--- src/wdr_pkg.sv ---
// Package for the watchdog timeout/reset block: register map, fields, reset values, state.
// Assumes a 32-bit AHB-Lite register bus with word-aligned single transfers.
package wdr_pkg;

  // Register byte offsets
  localparam logic [11:0] OFS_LOAD    = 12'h000;
  localparam logic [11:0] OFS_VALUE   = 12'h004;
  localparam logic [11:0] OFS_CTL     = 12'h008;
  localparam logic [11:0] OFS_ICR     = 12'h00C;
  localparam logic [11:0] OFS_RIS     = 12'h010;
  localparam logic [11:0] OFS_MIS     = 12'h014;
  localparam logic [11:0] OFS_CLKGATE = 12'h01C;
  localparam logic [11:0] OFS_TEST    = 12'h418;
  localparam logic [11:0] OFS_LOCK    = 12'hC00;

  // Field positions
  localparam int          BIT_TIMEOUT_IRQ_ENABLE  = 0;
  localparam int          BIT_SYSTEM_RESET_ENABLE  = 1;
  localparam int          BIT_STALL  = 8;
  localparam int          BIT_CLKEN  = 0;
  localparam int          BIT_STATUS = 0;

  // Values
  localparam logic [31:0] UNLOCK_KEY  = 32'h1ACCE551;
  localparam logic [31:0] LOAD_RESET  = 32'hFFFFFFFF;
  localparam logic [31:0] COUNT_ZERO  = 32'h00000000;
  localparam logic [31:0] WORD_ZERO   = 32'h00000000;
  localparam logic [31:0] COUNT_STEP  = 32'h00000001;
  localparam logic        CLKEN_RESET = 1'b1;

  // Bus data-phase tracker, one-hot
  typedef enum logic [3:0] {
    WDR_PH_IDLE  = 4'b0001,
    WDR_PH_WRITE = 4'b0010,
    WDR_PH_RWAIT = 4'b0100,
    WDR_PH_RDONE = 4'b1000
  } wdr_phase_t;

  typedef struct packed {
    logic [31:0] load;
    logic [31:0] count;
    logic        timeout_irq_enable;
    logic        system_reset_enable;
    logic        ris;
    logic        locked;
    logic        stall_en;
    logic        clk_gate;
    logic        rst_req;
    wdr_phase_t  phase;
    logic [11:0] dph_addr;
    logic [31:0] rdata;
  } wdr_state_t;

  localparam wdr_state_t STATE_RESET = '{
    load:     LOAD_RESET,
    count:    LOAD_RESET,
    timeout_irq_enable:    1'b0,
    system_reset_enable:    1'b0,
    ris:      1'b0,
    locked:   1'b0,
    stall_en: 1'b0,
    clk_gate: CLKEN_RESET,
    rst_req:  1'b0,
    phase:    WDR_PH_IDLE,
    dph_addr: 12'h000,
    rdata:    WORD_ZERO
  };

endpackage

--- src/wdr_watchdog.sv ---
// Watchdog timer: 32-bit down counter, first time-out interrupt, second time-out reset.
// Assumes a single AHB-Lite master, synchronous active-high reset, and a debug halt level.
//
// Decided for this implementation: the address map and the AHB-Lite slave port.
`timescale 1ns/1ps

// Functional notes
// - A 32-bit down counter starts from the software-written interval reload value.
// - Once enabled, the counter reaching zero signals the first time-out.
// - Setting the interrupt enable also starts the counter; no separate run bit.
// - After a time-out the counter reloads from the interval value and continues.
// - Zero again with interrupt pending and reset enabled asserts the system reset.
// - Clearing the interrupt before the second zero reloads and avoids the reset.
// - Writing the interval value while running loads the counter at once.
// - Writing the interval value leaves a pending interrupt asserted.
// - Enabling the interrupt preloads the counter from the interval value.
// - Software locks after configuring; while locked, configuration writes are refused.
// - With stalling enabled, counting stops while the debug halt input is high.
// - Counting runs only while the separate watchdog clock gate is enabled.
// - Raw status is readable apart from the masked interrupt output.
// - Interrupt and reset generation are enables; no reset output while reset disabled.
// - Writing zero as interval value raises the interrupt immediately.
// - Once interrupt enable is set, control writes are ignored until hardware reset.
// - Any unlocked write to the clear register reloads the counter and clears the interrupt, unless a time-out lands in that cycle.
// - Any lock-register write other than the unlock key locks; writing the unlock key unlocks.
module wdr_watchdog (
  input  wire logic        sys_clk_in,
  input  wire logic        rst_in,
  input  wire logic        hsel_in,
  input  wire logic [31:0] haddr_in,
  input  wire logic [1:0]  htrans_in,
  input  wire logic        hwrite_in,
  input  wire logic [2:0]  hsize_in,
  input  wire logic [31:0] hwdata_in,
  input  wire logic        hready_in,
  output logic             hreadyout_out,
  output logic             hresp_out,
  output logic [31:0]      hrdata_out,
  input  wire logic        debug_halt_in,
  output logic             irq_out,
  output logic             wdog_reset_out
);

  wdr_pkg::wdr_state_t cur;
  wdr_pkg::wdr_state_t next_cur;

  logic        accept;
  logic        wr;
  logic        wr_load;
  logic        wr_ctl;
  logic        wr_icr;
  logic        run_ok;
  logic        timeout;
  logic [31:0] rd_mux;

  // Only single whole-word transfers are issued, so hsize is not decoded
  assign accept = hsel_in && htrans_in[1] && hready_in;
  assign wr     = (cur.phase == wdr_pkg::WDR_PH_WRITE);
  // Lock covers every configuration register, the clear register included
  assign wr_load = wr && !cur.locked && (cur.dph_addr == wdr_pkg::OFS_LOAD);
  assign wr_ctl  = wr && !cur.locked && (cur.dph_addr == wdr_pkg::OFS_CTL);
  // The clear register is the only path that drops the pending flag
  assign wr_icr  = wr && !cur.locked && (cur.dph_addr == wdr_pkg::OFS_ICR);

  // Interrupt enable doubles as run control, gated by clock gate and debug stall
  assign run_ok = cur.timeout_irq_enable && cur.clk_gate
                  && !(cur.stall_en && debug_halt_in);
  assign timeout = run_ok && (cur.count == wdr_pkg::COUNT_ZERO);

  always_comb begin
    rd_mux = wdr_pkg::WORD_ZERO;
    case (cur.dph_addr)
      wdr_pkg::OFS_LOAD:    rd_mux = cur.load;
      wdr_pkg::OFS_VALUE:   rd_mux = cur.count;
      wdr_pkg::OFS_CTL: begin
        rd_mux[wdr_pkg::BIT_TIMEOUT_IRQ_ENABLE] = cur.timeout_irq_enable;
        rd_mux[wdr_pkg::BIT_SYSTEM_RESET_ENABLE] = cur.system_reset_enable;
      end
      wdr_pkg::OFS_RIS:     rd_mux[wdr_pkg::BIT_STATUS] = cur.ris;
      wdr_pkg::OFS_MIS:     rd_mux[wdr_pkg::BIT_STATUS] = cur.ris && cur.timeout_irq_enable;
      wdr_pkg::OFS_CLKGATE: rd_mux[wdr_pkg::BIT_CLKEN]  = cur.clk_gate;
      wdr_pkg::OFS_TEST:    rd_mux[wdr_pkg::BIT_STALL]  = cur.stall_en;
      wdr_pkg::OFS_LOCK:    rd_mux[wdr_pkg::BIT_STATUS] = cur.locked;
      default:              rd_mux = wdr_pkg::WORD_ZERO;
    endcase
  end

  always_comb begin
    next_cur = cur;

    // Bus phase tracking; reads take one wait state so a write just before is visible
    case (cur.phase)
      wdr_pkg::WDR_PH_RWAIT: begin
        next_cur.phase = wdr_pkg::WDR_PH_RDONE;
        next_cur.rdata = rd_mux;
      end
      wdr_pkg::WDR_PH_IDLE,
      wdr_pkg::WDR_PH_WRITE,
      wdr_pkg::WDR_PH_RDONE: begin
        if (accept) begin
          next_cur.phase    = hwrite_in ? wdr_pkg::WDR_PH_WRITE : wdr_pkg::WDR_PH_RWAIT;
          next_cur.dph_addr = haddr_in[11:0];
        end else begin
          next_cur.phase = wdr_pkg::WDR_PH_IDLE;
        end
      end
      default: begin
        next_cur.phase = wdr_pkg::WDR_PH_IDLE;
      end
    endcase

    // Down counting and time-outs
    if (run_ok) begin
      if (timeout) begin
        next_cur.ris   = 1'b1;
        next_cur.count = cur.load;
        if (cur.ris && cur.system_reset_enable) begin
          next_cur.rst_req = 1'b1;
        end
      end else begin
        next_cur.count = cur.count - wdr_pkg::COUNT_STEP;
      end
    end

    // Clear: a time-out in the same cycle wins, so the event is not lost
    if (wr_icr) begin
      next_cur.count = cur.load;
      next_cur.ris   = timeout;
    end

    // New interval takes effect at once; pending flag is never cleared here
    if (wr_load) begin
      next_cur.load  = hwdata_in;
      next_cur.count = hwdata_in;
      if ((hwdata_in == wdr_pkg::COUNT_ZERO) && cur.timeout_irq_enable) begin
        next_cur.ris = 1'b1;
      end
    end

    // Control is write-once: after enable only hardware reset reopens it
    if (wr_ctl && !cur.timeout_irq_enable) begin
      next_cur.timeout_irq_enable = hwdata_in[wdr_pkg::BIT_TIMEOUT_IRQ_ENABLE];
      next_cur.system_reset_enable = hwdata_in[wdr_pkg::BIT_SYSTEM_RESET_ENABLE];
      if (hwdata_in[wdr_pkg::BIT_TIMEOUT_IRQ_ENABLE]) begin
        next_cur.count = cur.load;
      end
    end

    if (wr && !cur.locked && (cur.dph_addr == wdr_pkg::OFS_TEST)) begin
      next_cur.stall_en = hwdata_in[wdr_pkg::BIT_STALL];
    end
    if (wr && !cur.locked && (cur.dph_addr == wdr_pkg::OFS_CLKGATE)) begin
      next_cur.clk_gate = hwdata_in[wdr_pkg::BIT_CLKEN];
    end

    // Lock register stays writable while locked, otherwise it could never unlock
    if (wr && (cur.dph_addr == wdr_pkg::OFS_LOCK)) begin
      next_cur.locked = (hwdata_in != wdr_pkg::UNLOCK_KEY);
    end
  end

  // Reset request is sticky; only rst_in clears it
  always_ff @(posedge sys_clk_in) begin
    if (rst_in) begin
      cur <= wdr_pkg::STATE_RESET;
    end else begin
      cur <= next_cur;
    end
  end

  assign hreadyout_out  = (cur.phase != wdr_pkg::WDR_PH_RWAIT);
  assign hresp_out      = 1'b0;
  assign hrdata_out     = cur.rdata;
  assign irq_out        = cur.ris && cur.timeout_irq_enable;
  assign wdog_reset_out = cur.rst_req;
endmodule
--- config.mk ---
export PLATFORM = sky130hd
export DESIGN_NAME = wdr_watchdog
export DESIGN_NICKNAME = d
export VERILOG_FILES = /design/src/wdr_pkg.sv /design/src/wdr_watchdog.sv
export SDC_FILE = /design/constraint.sdc
export NUM_CORES = 1
export LEC_CHECK = 0
export ABC_CLOCK_PERIOD_IN_PS = 3900
export BUFFER_PORTS_ARGS = -buffer_cell sky130_fd_sc_hd__clkbuf_2
export CAP_MARGIN = 10
export CELL_PAD_IN_SITES_DETAIL_PLACEMENT = 0
export CELL_PAD_IN_SITES_GLOBAL_PLACEMENT = 2
export CORE_MARGIN = 3
export CORE_UTILIZATION = 30
export DETAILED_ROUTE_END_ITERATION = 7
export GPL_TIMING_DRIVEN = 0
export PLACE_DENSITY = 0.79
export SLEW_MARGIN = 20
export SYNTH_ARGS = -nofsm -noshare
export SYNTH_HDL_FRONTEND = slang
export SYNTH_SLANG_ARGS = --single-unit
--- constraint.sdc ---
create_clock -name sys_clk_in -period 3.9 [get_ports sys_clk_in]
set_input_delay 0.78 -clock sys_clk_in [delete_from_list [all_inputs] [get_ports sys_clk_in]]
set_output_delay 0.78 -clock sys_clk_in [all_outputs]
set_load 0.01 [all_outputs]
==> results.yml <==
status:
  status: "finished clean"
synthesis:
  synth_most_common_cell: "dfxtp_1"
  syn_area_per_cell_um2: 8.00
  ys.warnings.count: 0
  syn_area_um2: 6340
  synth_cell_types: 72
  async_flop_share_pct: 0
  syn_inst: 792
  seq_area_frac_synth_pct: 37.6
  synthTopCellsByCount: "dfxtp_1 (119), nor2_1 (100), nand2_1 (63)"
  ys_ff_latch: 119
  syn_nets: 868
  synth_top_area_share_pct: 37.6
  synth_largest_area_cell: "dfxtp_1"
  synth_area_leaders: "dfxtp_1 (38%), nor2_1 (5.9%), a221oi_1 (4.8%)"
  synth-main-ff-cell: "dfxtp_1"
  synth_edf_count: 0
placed_design:
  place_congestion: 0.971
  dp_hpwl_um: 19600
  placed_area_um2: 7140
  placed_cells: 1149
  portBuffers: 85
layout:
  regArea_um2: 2380
  fin_nets: 974
  n_antenna_cell: 0
  stdcell_area_um2: 7790
  finalNonFillerCells: 1181
  fillers: 2176
  syn_to_final_growth_pct: 22.9
  drive_above_1_share_pct: 19.4
  post-route-util_pct: 38.0
  multiInputGateArea_um2: 3450
routing:
  ant_nets: 0
  wire_per_inst_um: 22.5
  viasPerCell: 5.77
  wirelength_um: 26600
  first_iter_violations: 708
  firstDrtPassIters: 6
  num_vias: 6810
  drc: 0
floorplan:
  dieArea_um2: 22900
  ios: 111
  initial_core_util_pct: 30.9
  die_w_um: 151
  core.rowCount: 52
  core_area_um2: 20500
  die_height_um: 151
worst_setup_path:
  critPathKind: "reg -> reg"
  required_ps: 4250
  startpoint_type: "flip-flop"
  cp_max_fo: 10
  endpoint_kind: "flip-flop"
  critPathArrivalTime_ps: 3830
grt:
  grt_max_degree: 17
  grt_pass1_vias: 6406
  antenna_found_initial: 0
  grt_pass1_wl_um: 39800
  grt.overflow.total: 0
  grt_use_total_pct: 23.6
timing:
  holdWs_ps: 462
  report.final.slew_viol_count: 0
  setup_violations: 0
  slew_headroom_pct: 23.2
  fin_skew_ps: 9.00
  tightest_slew_ps: 1150
  fin_crit_sh_pct: 89.4
  fmax_mhz: 287
  hold_viol: 0
  rsz0062_at_grt: "no"
  finalCriticalPeriod_ps: 3490
  setup_tns_ps: 0
pwr:
  power_density_nw_per_um2: 414
  ir_drop_mv: 0.264
  leakagePower_nw: 3.01
clocking:
  clkSinkCount: 119
  clk_latency_ps: 420
  cts_tree: "built"
  cts.repair.resized: 0
  clock-root-buffer: "clkbuf_16"
  h-tree-depth: 4
  clockBufferDepth: 2
  cts_hold_buffers: 0
  post_cts_buffers: 0
  cts_buffers: 17
  clkTransAtPathRegs_ps: 60
job:
  max_cap_violations: 0
min_path:
  hold_class: "reg -> reg"
## state kept, by name, indices dropped and copies added, names as in the netlist
name	cells
hrdata_out	32
cur	86
wdog_reset_out	1
## power breakdown
| part | leakage, nW | internal, W | switching [W] |
|---|---|---|---|
| registers | 0.963 | 0.00123 | 0.0000134 |
| logic | 1.73 | 0.0000665 | 0.000143 |
| clock network | 0.315 | 0.00116 | 0.000610 |
| total | 3.01 | 0.00246 | 0.000766 |
## worst max-delay path, stage by stage (launching register included)
cell and delay, ps:
dfxtp_1 360, inv_1 140, ha_1 200, or4b_1 560, or4_1 420, buf_2 220
nor4_4 600, buf_2 390, o21ai_0 130, nor3b_1 180, o211ai_1 180
## cell usage in the layout, fill, tap and decap left out, types with 12 or more instances in the layout
cell,netlist,final
clkbuf_2,0,85
clkbuf_1,46,46
a221oi_1,35,35
o21ai_0,41,41
nor3_1,56,56
nor2_1,100,100
nand4_1,13,13
a31oi_1,13,13
mux2i_1,18,18
or3_1,12,12
dfxtp_1,119,119
buf_4,33,35
or4_1,12,12
nor4_1,20,18
clkbuf_16,0,17
nand3_1,13,13
a21oi_1,38,38
inv_1,12,12
nand2_1,63,63
## final timing paths
check	startpoint	to	slack [ps]	cells after the start
setup / recovery	cur[55]	cur[71]	410	10
hold reg to reg	cur[104]	cur[104]	460	2
hold / removal	cur[104]	cur[104]	460	2
setup reg to reg	cur[55]	cur[71]	410	10
## metrics by stage
stage	total power [W]	setup slack, ps
after global routing	0.00332	275
after global placement	0.00147	-477
after detailed placement	0.00147	489
after CTS	0.00324	482
after floorplan	0.00137	944
final	0.00322	413
## kinds of logic after synthesis
logic type	Yosys count	synth area share [%]
buffers and inverters	100	8.23
adder cells (fa/ha/maj)	1	0.197
AO/OA/AOI/OAI	205	22.6
other	1	0.0591
XOR/XNOR	13	1.80
AND/OR/NAND/NOR	335	26.7
flip-flops	119	37.6
multiplexers	18	2.84
## cell type report
class / count / area share (%)
clock buffers: 19 / 5.81
inverters: 12 / 0.578
well taps: 270 / 4.34
plain buffers: 88 / 6.12
multi-input cells: 573 / 44.3
clock inverters: 13 / 2.59
flip-flops and latches: 119 / 30.6
repair buffers: 87 / 5.65
## metal layers
layer | vias up | wire length (um) | GRT usage (%)
met4 | 0 | 779 | 8.43
li1 | 3159 | - | -
met2 | 341 | 12200 | 37.4
met5 | - | 0 | 0
met1 | 3255 | 11300 | 30.7
met3 | 55 | 2350 | 6.67
Note: power is estimated with default switching activity, not from simulation.
